$ cat src/sfrp_consts.vh
// Constants for the flash reset and power-on sequencer
`ifndef SFRP_CONSTS_VH
`define SFRP_CONSTS_VH

`define SFRP_CLK_MHZ            50
// Times in their own units
`define SFRP_RESET_PULSE_MIN_US 1
`define SFRP_RECOV_DECODE_US    20
`define SFRP_RECOV_READ_US      20
`define SFRP_RECOV_PROG_US      20
`define SFRP_RECOV_SRW_US       20
`define SFRP_RECOV_ERASE_MS     12
`define SFRP_PWR_SEL_DELAY_US   20
// Cycle counts derived from the clock rate
`define SFRP_RESET_PULSE_CYC    (`SFRP_RESET_PULSE_MIN_US * `SFRP_CLK_MHZ)
`define SFRP_RECOV_DECODE_CYC   (`SFRP_RECOV_DECODE_US * `SFRP_CLK_MHZ)
`define SFRP_RECOV_READ_CYC     (`SFRP_RECOV_READ_US * `SFRP_CLK_MHZ)
`define SFRP_RECOV_PROG_CYC     (`SFRP_RECOV_PROG_US * `SFRP_CLK_MHZ)
`define SFRP_RECOV_SRW_CYC      (`SFRP_RECOV_SRW_US * `SFRP_CLK_MHZ)
`define SFRP_RECOV_ERASE_CYC    (`SFRP_RECOV_ERASE_MS * 1000 * `SFRP_CLK_MHZ)
`define SFRP_PWR_SEL_CYC        (`SFRP_PWR_SEL_DELAY_US * `SFRP_CLK_MHZ)
// Operation codes for the interrupted activity
`define SFRP_OP_IDLE            3'h0
`define SFRP_OP_DECODE          3'h1
`define SFRP_OP_READ            3'h2
`define SFRP_OP_PROG            3'h3
`define SFRP_OP_ERASE           3'h4
`define SFRP_OP_SRW             3'h5
// Power-on defaults of volatile bits
`define SFRP_LOCK_DEFAULT       1'h0

`endif

$ cat src/sfrp_counter.v
// Loadable down-counter with done flag
`timescale 1ns/10ps
`default_nettype none
module sfrp_counter #(
   parameter W = 20
) (
   input  wire         clk_in,
   input  wire         rst_n_in,
   input  wire         load_in,
   input  wire [W-1:0] value_in,
   output reg          done_out
);
   reg [W-1:0] cnt_r;
   always @(posedge clk_in or negedge rst_n_in) begin
      if (!rst_n_in) begin
         cnt_r    <= {W{1'b0}};
         done_out <= 1'b0;
      end else if (load_in) begin
         cnt_r    <= value_in;
         done_out <= 1'b0;
      end else if (cnt_r != {W{1'b0}}) begin
         cnt_r    <= cnt_r - {{(W-1){1'b0}}, 1'b1};
         done_out <= (cnt_r == {{(W-1){1'b0}}, 1'b1});
      end else begin
         done_out <= 1'b1;
      end
   end
endmodule
`default_nettype wire

$ cat src/sfrp_seq.v
// Reset and power-on sequencer of a serial flash
// How it works
// - A reset pin low for at least the minimum pulse width counts as a full reset.
// - After a full reset the part is in standby with all volatile bits at power-on values.
// - A reset during program or erase aborts that operation at once.
// - While the reset pin is low the serial output is not driven.
// - At power-up the part is in standby, not deep power-down, with the latch clear.
// - Below the power-on threshold the logic is held in reset and commands are ignored.
`timescale 1ns/10ps
`default_nettype none
`include "sfrp_consts.vh"
module sfrp_seq #(
   parameter CW            = 20,
   parameter RESET_PULSE   = `SFRP_RESET_PULSE_CYC,
   parameter RECOV_SHORT   = `SFRP_RECOV_DECODE_CYC,
   parameter RECOV_SRW     = `SFRP_RECOV_SRW_CYC,
   parameter RECOV_ERASE   = `SFRP_RECOV_ERASE_CYC,
   parameter PWR_SEL_DELAY = `SFRP_PWR_SEL_CYC
) (
   input  wire       clk_in,
   input  wire       rst_n_in,
   input  wire       por_ok_in,
   input  wire       hw_reset_n_in,
   input  wire       cs_n_in,
   input  wire [2:0] op_in,
   input  wire       so_data_in,
   input  wire       so_drive_in,
   input  wire       wel_set_in,
   input  wire       wel_clr_in,
   input  wire       wip_set_in,
   input  wire       wip_clr_in,
   input  wire       lock_set_in,
   input  wire       lock_clr_in,
   output reg        ready_out,
   output reg        cs_n_gated_out,
   output reg        abort_out,
   output reg        standby_out,
   output reg        so_out,
   output reg        so_oe_out,
   output reg        write_enable_latch_out,
   output reg        write_in_progress_out,
   output reg        lock_out
);
   // ----------------------------------------------------------
   // States
   // ----------------------------------------------------------
   localparam ST_POR   = 2'h0;
   localparam ST_RUN   = 2'h1;
   localparam ST_RESET = 2'h2;
   localparam ST_RECOV = 2'h3;

   reg [1:0]    state_r;
   reg [1:0]    state_nxt;
   reg [2:0]    op_held_r;
   reg [CW-1:0] pulse_cnt_r;
   reg          full_reset_r;
   reg          load_r;
   reg [CW-1:0] load_val_r;
   wire         wait_done;
   // Count value at the last low sample of a qualified pulse
   wire [CW-1:0] pulse_last = RESET_PULSE[CW-1:0] - {{(CW-2){1'b0}}, 2'h2};

   // Supply below threshold acts like a held reset
   wire hold_rst = !por_ok_in;

   sfrp_counter #(
      .W (CW)
   ) u_wait (
      .clk_in   (clk_in),
      .rst_n_in (rst_n_in),
      .load_in  (load_r),
      .value_in (load_val_r),
      .done_out (wait_done)
   );

   // ----------------------------------------------------------
   // Next state
   // ----------------------------------------------------------
   always @* begin
      state_nxt = state_r;
      case (state_r)
         ST_POR: begin
            // A pin still low at the end of the delay keeps the part
            // waiting instead of running for one cycle into reset
            if (!hold_rst && hw_reset_n_in && wait_done && !load_r)
               state_nxt = ST_RUN;
         end
         ST_RUN: begin
            if (!hw_reset_n_in)
               state_nxt = ST_RESET;
         end
         ST_RESET: begin
            if (hw_reset_n_in)
               state_nxt = full_reset_r ? ST_RECOV : ST_RUN;
         end
         ST_RECOV: begin
            if (!hw_reset_n_in)
               state_nxt = ST_RESET;
            else if (wait_done && !load_r)
               state_nxt = ST_RUN;
         end
         default: state_nxt = ST_POR;
      endcase
      // Low supply overrides every state
      if (hold_rst)
         state_nxt = ST_POR;
   end

   // ----------------------------------------------------------
   // State and wait counter load
   // ----------------------------------------------------------
   always @(posedge clk_in or negedge rst_n_in) begin
      if (!rst_n_in) begin
         state_r    <= ST_POR;
         load_r     <= 1'b1;
         load_val_r <= PWR_SEL_DELAY[CW-1:0];
      end else begin
         state_r <= state_nxt;
         load_r  <= 1'b0;
         // Low supply reloads every cycle, so the select delay
         // runs from the first cycle the supply is good again
         if (hold_rst) begin
            load_r     <= 1'b1;
            load_val_r <= PWR_SEL_DELAY[CW-1:0];
         end else if (state_r == ST_RESET && state_nxt == ST_RECOV) begin
            load_r <= 1'b1;
            case (op_held_r)
               `SFRP_OP_ERASE: load_val_r <= RECOV_ERASE[CW-1:0];
               `SFRP_OP_SRW:   load_val_r <= RECOV_SRW[CW-1:0];
               default:        load_val_r <= RECOV_SHORT[CW-1:0];
            endcase
         end
      end
   end

   // ----------------------------------------------------------
   // Reset pulse qualification
   // ----------------------------------------------------------
   always @(posedge clk_in or negedge rst_n_in) begin
      if (!rst_n_in) begin
         op_held_r    <= `SFRP_OP_IDLE;
         pulse_cnt_r  <= {CW{1'b0}};
         full_reset_r <= 1'b0;
      end else if (state_r != ST_RESET && state_nxt == ST_RESET) begin
         // Interrupted activity picks the recovery length; a reset
         // during recovery keeps the first one
         op_held_r    <= (state_r == ST_RECOV) ? op_held_r : op_in;
         pulse_cnt_r  <= {CW{1'b0}};
         full_reset_r <= 1'b0;
      end else if (state_r == ST_RESET && !hw_reset_n_in) begin
         // Entry edge is the first low sample, so the count stops two
         // short of the width; RESET_PULSE must be two or more
         if (pulse_cnt_r != pulse_last)
            pulse_cnt_r <= pulse_cnt_r + {{(CW-1){1'b0}}, 1'b1};
         else
            full_reset_r <= 1'b1;
      end
   end

   // ----------------------------------------------------------
   // Shared decodes
   // ----------------------------------------------------------
   // Volatile bits clear on a full reset or low supply
   wire vol_clr = hold_rst || (state_r == ST_RESET && full_reset_r);
   wire run_nxt = (state_nxt == ST_RUN);

   // ----------------------------------------------------------
   // Pin-facing outputs
   // ----------------------------------------------------------
   always @(posedge clk_in or negedge rst_n_in) begin
      if (!rst_n_in) begin
         ready_out      <= 1'b0;
         cs_n_gated_out <= 1'b1;
         abort_out      <= 1'b0;
         standby_out    <= 1'b1;
         so_out         <= 1'b0;
         so_oe_out      <= 1'b0;
      end else begin
         ready_out      <= run_nxt;
         // Selects only reach the core once recovery is over
         cs_n_gated_out <= run_nxt ? cs_n_in : 1'b1;
         // Abort stays up in every state but run, so the core drops a
         // program or erase before the pulse is qualified; the data
         // being written may be left corrupt
         abort_out      <= !run_nxt;
         standby_out    <= !run_nxt || cs_n_in;
         so_out         <= so_data_in;
         // Pin term lets go of the output on the very first low sample
         so_oe_out      <= run_nxt && hw_reset_n_in && so_drive_in;
      end
   end

   // ----------------------------------------------------------
   // Volatile bits
   // ----------------------------------------------------------
   always @(posedge clk_in or negedge rst_n_in) begin
      if (!rst_n_in) begin
         write_enable_latch_out <= 1'b0;
         write_in_progress_out  <= 1'b0;
         lock_out               <= `SFRP_LOCK_DEFAULT;
      end else if (vol_clr) begin
         write_enable_latch_out <= 1'b0;
         write_in_progress_out  <= 1'b0;
         lock_out               <= `SFRP_LOCK_DEFAULT;
      end else if (state_r == ST_RUN) begin
         // Set wins over a clear in the same cycle
         if (wel_set_in)
            write_enable_latch_out <= 1'b1;
         else if (wel_clr_in)
            write_enable_latch_out <= 1'b0;
         if (wip_set_in)
            write_in_progress_out <= 1'b1;
         else if (wip_clr_in)
            write_in_progress_out <= 1'b0;
         if (lock_set_in)
            lock_out <= 1'b1;
         else if (lock_clr_in)
            lock_out <= 1'b0;
      end
   end
endmodule
`default_nettype wire

$ cat config.mk
export PLATFORM = sky130hd
export DESIGN_NAME = sfrp_seq
export DESIGN_NICKNAME = d
export VERILOG_FILES = /design/src/sfrp_counter.v /design/src/sfrp_seq.v
export VERILOG_INCLUDE_DIRS = /design/src
export SDC_FILE = /design/constraint.sdc
export NUM_CORES = 1
export LEC_CHECK = 0
export ABC_CLOCK_PERIOD_IN_PS = 2100
export BUFFER_PORTS_ARGS = -buffer_cell sky130_fd_sc_hd__buf_2
export CAP_MARGIN = 10
export CORE_MARGIN = 10
export CORE_UTILIZATION = 55
export DETAILED_ROUTE_END_ITERATION = 8
export PLACE_DENSITY = 0.71
export SKIP_LAST_GASP = 1
export SYNTH_ARGS = -nofsm -noshare
export SYNTH_HDL_FRONTEND = slang
export SYNTH_SLANG_ARGS = --single-unit
$ cat constraint.sdc
create_clock -name clk_in -period 2.1 [get_ports clk_in]
set_input_delay 0.42 -clock clk_in [delete_from_list [all_inputs] [get_ports clk_in]]
set_output_delay 0.42 -clock clk_in [all_outputs]
set_load 0.05 [all_outputs]
==> run_results.csv <==
group,metric,value,unit
outcome,status,"completed",
detailed_routing,ant_nets,0,
layout,layout-drive-gt1-share,20.40,%
power_and_ir_drop,seqPwrFrac,44.3,%
power_and_ir_drop,intPower,2022,uW
grt,overflow,0,
logic_synthesis,synthCells,307,
place,io_buffers,24,
layout,diodes,0,
power_and_ir_drop,netSwitchingFraction,24.16,%
clock_tree,cts_buffer_depth,2,
detailed_routing,wl,6.435,mm
power_and_ir_drop,total_power,2666,uW
critical_path,crit_fanout,8,
logic_synthesis,synth_edf_count,0,
layout,syn_to_final_growth,16.60,%
logic_synthesis,yosysWarnings,0,
logic_synthesis,synth-compound-area-share,11.97,%
power_and_ir_drop,combinationalPowerShare,7.3,%
power_and_ir_drop,clkPwrFrac,48.3,%
logic_synthesis,yosys_register_bits,58,
logic_synthesis,synthFlopType,"dfrtp_1",
critical_path,required,2300,ps
power_and_ir_drop,leakagePower,0.001494,uW
detailed_routing,vias,2391,
logic_synthesis,syn_area,0.003030,mm^2
power_and_ir_drop,p_per_area,754.5,mW/mm^2
critical_path,endpoint_kind,"flop",
timing,finalSetupTns,0,ps
critical_path,critical-path-slowest-cell,"dfrtp_1",
detailed_routing,drc,0,
grt,antenna_found_initial,0,
timing,slew_headroom,64.28,%
timing,worstMarginPinSlew,535.9,ps
grt,grtUsageTotal,15.72,%
logic_synthesis,synthMuxAreaShare,1.445,%
grt,gr-usage-met3,3.517,%
die,rows,26,
critical_path,cp_data_arrival_time,2040,ps
flow_run,maxCapViolations,0,
logic_synthesis,syn_area_per_cell,9.871,um^2
logic_synthesis,yosys.cell_types.count,53,
timing,rsz0062_at_grt,"false",
clock_tree,holdBufCountCts,0,
die,core_area,0.005238,mm^2
detailed_routing,dr.first_iter.drc_count,115,
logic_synthesis,synthSimpleGateAreaFrac,26.55,%
die,initial_utilization,57.86,%
place,dp_hpwl,4.524,mm
detailed_routing,post_drt_wl_per_cell,15.39,um
die,fp.dieH,94.23,um
die,io_pins,25,
critical_path,crit_type,"reg2reg",
power_and_ir_drop,peakVddDrop,0.5149,mV
timing,hold_violations,0,
clock_tree,cts_tree,"done",
logic_synthesis,synth_common_cells,"55 x dfrtp_1, 27 x nor2_1, 21 x o21ai_0",
place,gp_congestion,0.8586,
clock_tree,htreeDepth,3,
logic_synthesis,yosys.area_share.xor_xnor,6.069,%
clock_tree,clk_transition_reported_paths,80,ps
grt,use_met1,20.45,%
power_and_ir_drop,switching_power,644.1,uW
critical_path,critPathLaunchType,"flop",
clock_tree,cts_buffers,9,
detailed_routing,dr.pass1.iters,5,
logic_synthesis,syn_nets,328,
timing,finalCriticalPeriod,1845,ps
logic_synthesis,synth.most_common_cell,"dfrtp_1",
die,fp.dieW,94.23,um
grt,grt_pass1_wl,11.44,mm
detailed_routing,detail_route.vias_per_cell,5.720,
timing,clock-skew-final,11.70,ps
timing,maxSlewViolCount,0,
logic_synthesis,synth_top_family_by_area,"simple AND/OR/NAND/NOR gates",
timing,fin_crit_sh,87.86,%
logic_synthesis,synth_area_leaders,"dfrtp_1 45%, o21ai_0 3.5%, xor2_1 3.5%",
logic_synthesis,synth_largest_area_cell,"dfrtp_1",
clock_tree,clock_latency,340,ps
layout,final_nets,364,
grt,top_usage_layer,"met2",
logic_synthesis,yosys.area.top_type_share,45.42,%
grt,grt_max_degree,25,
logic_synthesis,synthArstFlopShare,100.0,%
logic_synthesis,synthAdderAreaFrac,2.064,%
grt,grt_pass1_vias,2399,
clock_tree,cts_sinks,58,
hold_path,hold_class,"in2async",
critical_path,cp_slowest_stage_delay,460,ps
critical_path,path_cells,"nor4_4 -> and4_1 -> a21oi_1 -> a211oi_1 -> a31oi_1",
timing,setup_violations,0,
clock_tree,root_buffer,"clkbuf_8",
timing,fmax,0.5420,GHz
logic_synthesis,ys_seq_area_share,48.02,%
grt,grtUsageMet2,24.71,%
die,die_area,0.008879,mm^2
worst paths after layout:
kind | from | to | slack [ps] | cells after the start
min reg2reg | op_held_r[1] | op_held_r[1] | 520 | 1
max | u_wait.cnt_r[16] | u_wait.cnt_r[6] | 250 | 5
max reg2reg | u_wait.cnt_r[16] | u_wait.cnt_r[6] | 250 | 5
max in group asynchronous | rst_n_in | pulse_cnt_r[18] | 1450 | 2
min in group clk_in | so_data_in | so_out | 200 | 1
min | rst_n_in | op_held_r[1] | 60 | 1
power groups by stage:
stage          registers [uW]  clock network [uW]  logic (uW)
3_5_place_dp             1200                   0         195
2_1_floorplan            1200                   0         115
3_3_place_gp             1200                   0         193
5_1_grt                  1190                1360         221
6_report                 1180                1290         195
4_1_cts                  1180                1310         198
cells by family (layout without fill, tap and decap cells):
logic type	after synthesis	in the layout
simple gates	136	136
compound gates	58	58
flops	58	58
buf+inv	25	66
xor+xnor	21	21
fa+ha+maj	5	5
mux	4	4
worst max-delay path, delay by kind of cell, from the launching register on:
family	cells	cell delay, ps
AOI/OAI and AO/OA	3	500
DFF	1	460
and+or+nand+nor	2	740
area by class of cell:
class,count,area (um^2)
clock buffer,9,123.9
clock inverter,7,125.1
fill,419,1704
inverter,15,56.30
multi-input combinational,224,1458
sequential,58,1455
tap,70,87.58
timing repair buffer,35,227.7
routing by layer:
metal	wire length (um)	up-vias
met1	2964	1152
met5	0	-
met3	266	6
met4	65	0
li1	-	1188
met2	3137	45
repair_timing:
action,CTS,global route
buffers inserted,0,2
setup endpoints to repair,0,2
gates resized for setup,0,0
stage by stage:
stage	std cells	utilization (%)	worst slack (ps)	hold WS, ps	area, um^2
2_1_floorplan	307	-	462.3	124.4	3030
4_1_cts	416	66.94	212.9	67.12	3506
3_5_place_dp	400	62.18	256.0	431.7	3257
6_report	418	67.46	254.9	58.60	3533
5_1_grt	418	67.46	6.958	94.68	3533
3_3_place_gp	400	62.18	290.7	434.3	3257
flip-flops by register name, summed over array words and instances (netlist names), 2 cells and up:
signal        count
load_val_r        2
op_held_r         3
pulse_cnt_r      20
state_r           2
u_wait.cnt_r     20
cells in the final DEF, fill, tap and decap left out, types with 3 or more instances in the layout:
cell type / count
a22oi_1: 3
a211oi_1: 4
nor2_1: 27
nor4_1: 6
ha_1: 5
nor3_2: 3
dfstp_2: 3
clkbuf_8: 9
o21a_1: 3
nand2b_1: 7
o21ai_0: 21
mux2_2: 3
and2_1: 3
xnor2_1: 9
o211ai_1: 4
or3_1: 8
xor2_1: 12
nand2_1: 20
inv_1: 15
buf_4: 9
nand4_1: 14
a21oi_1: 13
or4_1: 3
nor3_1: 6
nand3_1: 18
clkinv_4: 3
dfrtp_1: 55
nor2b_1: 3
bufinv_16: 3
buf_2: 24
o2111ai_1: 3
Power figures use the tool's default switching activity.
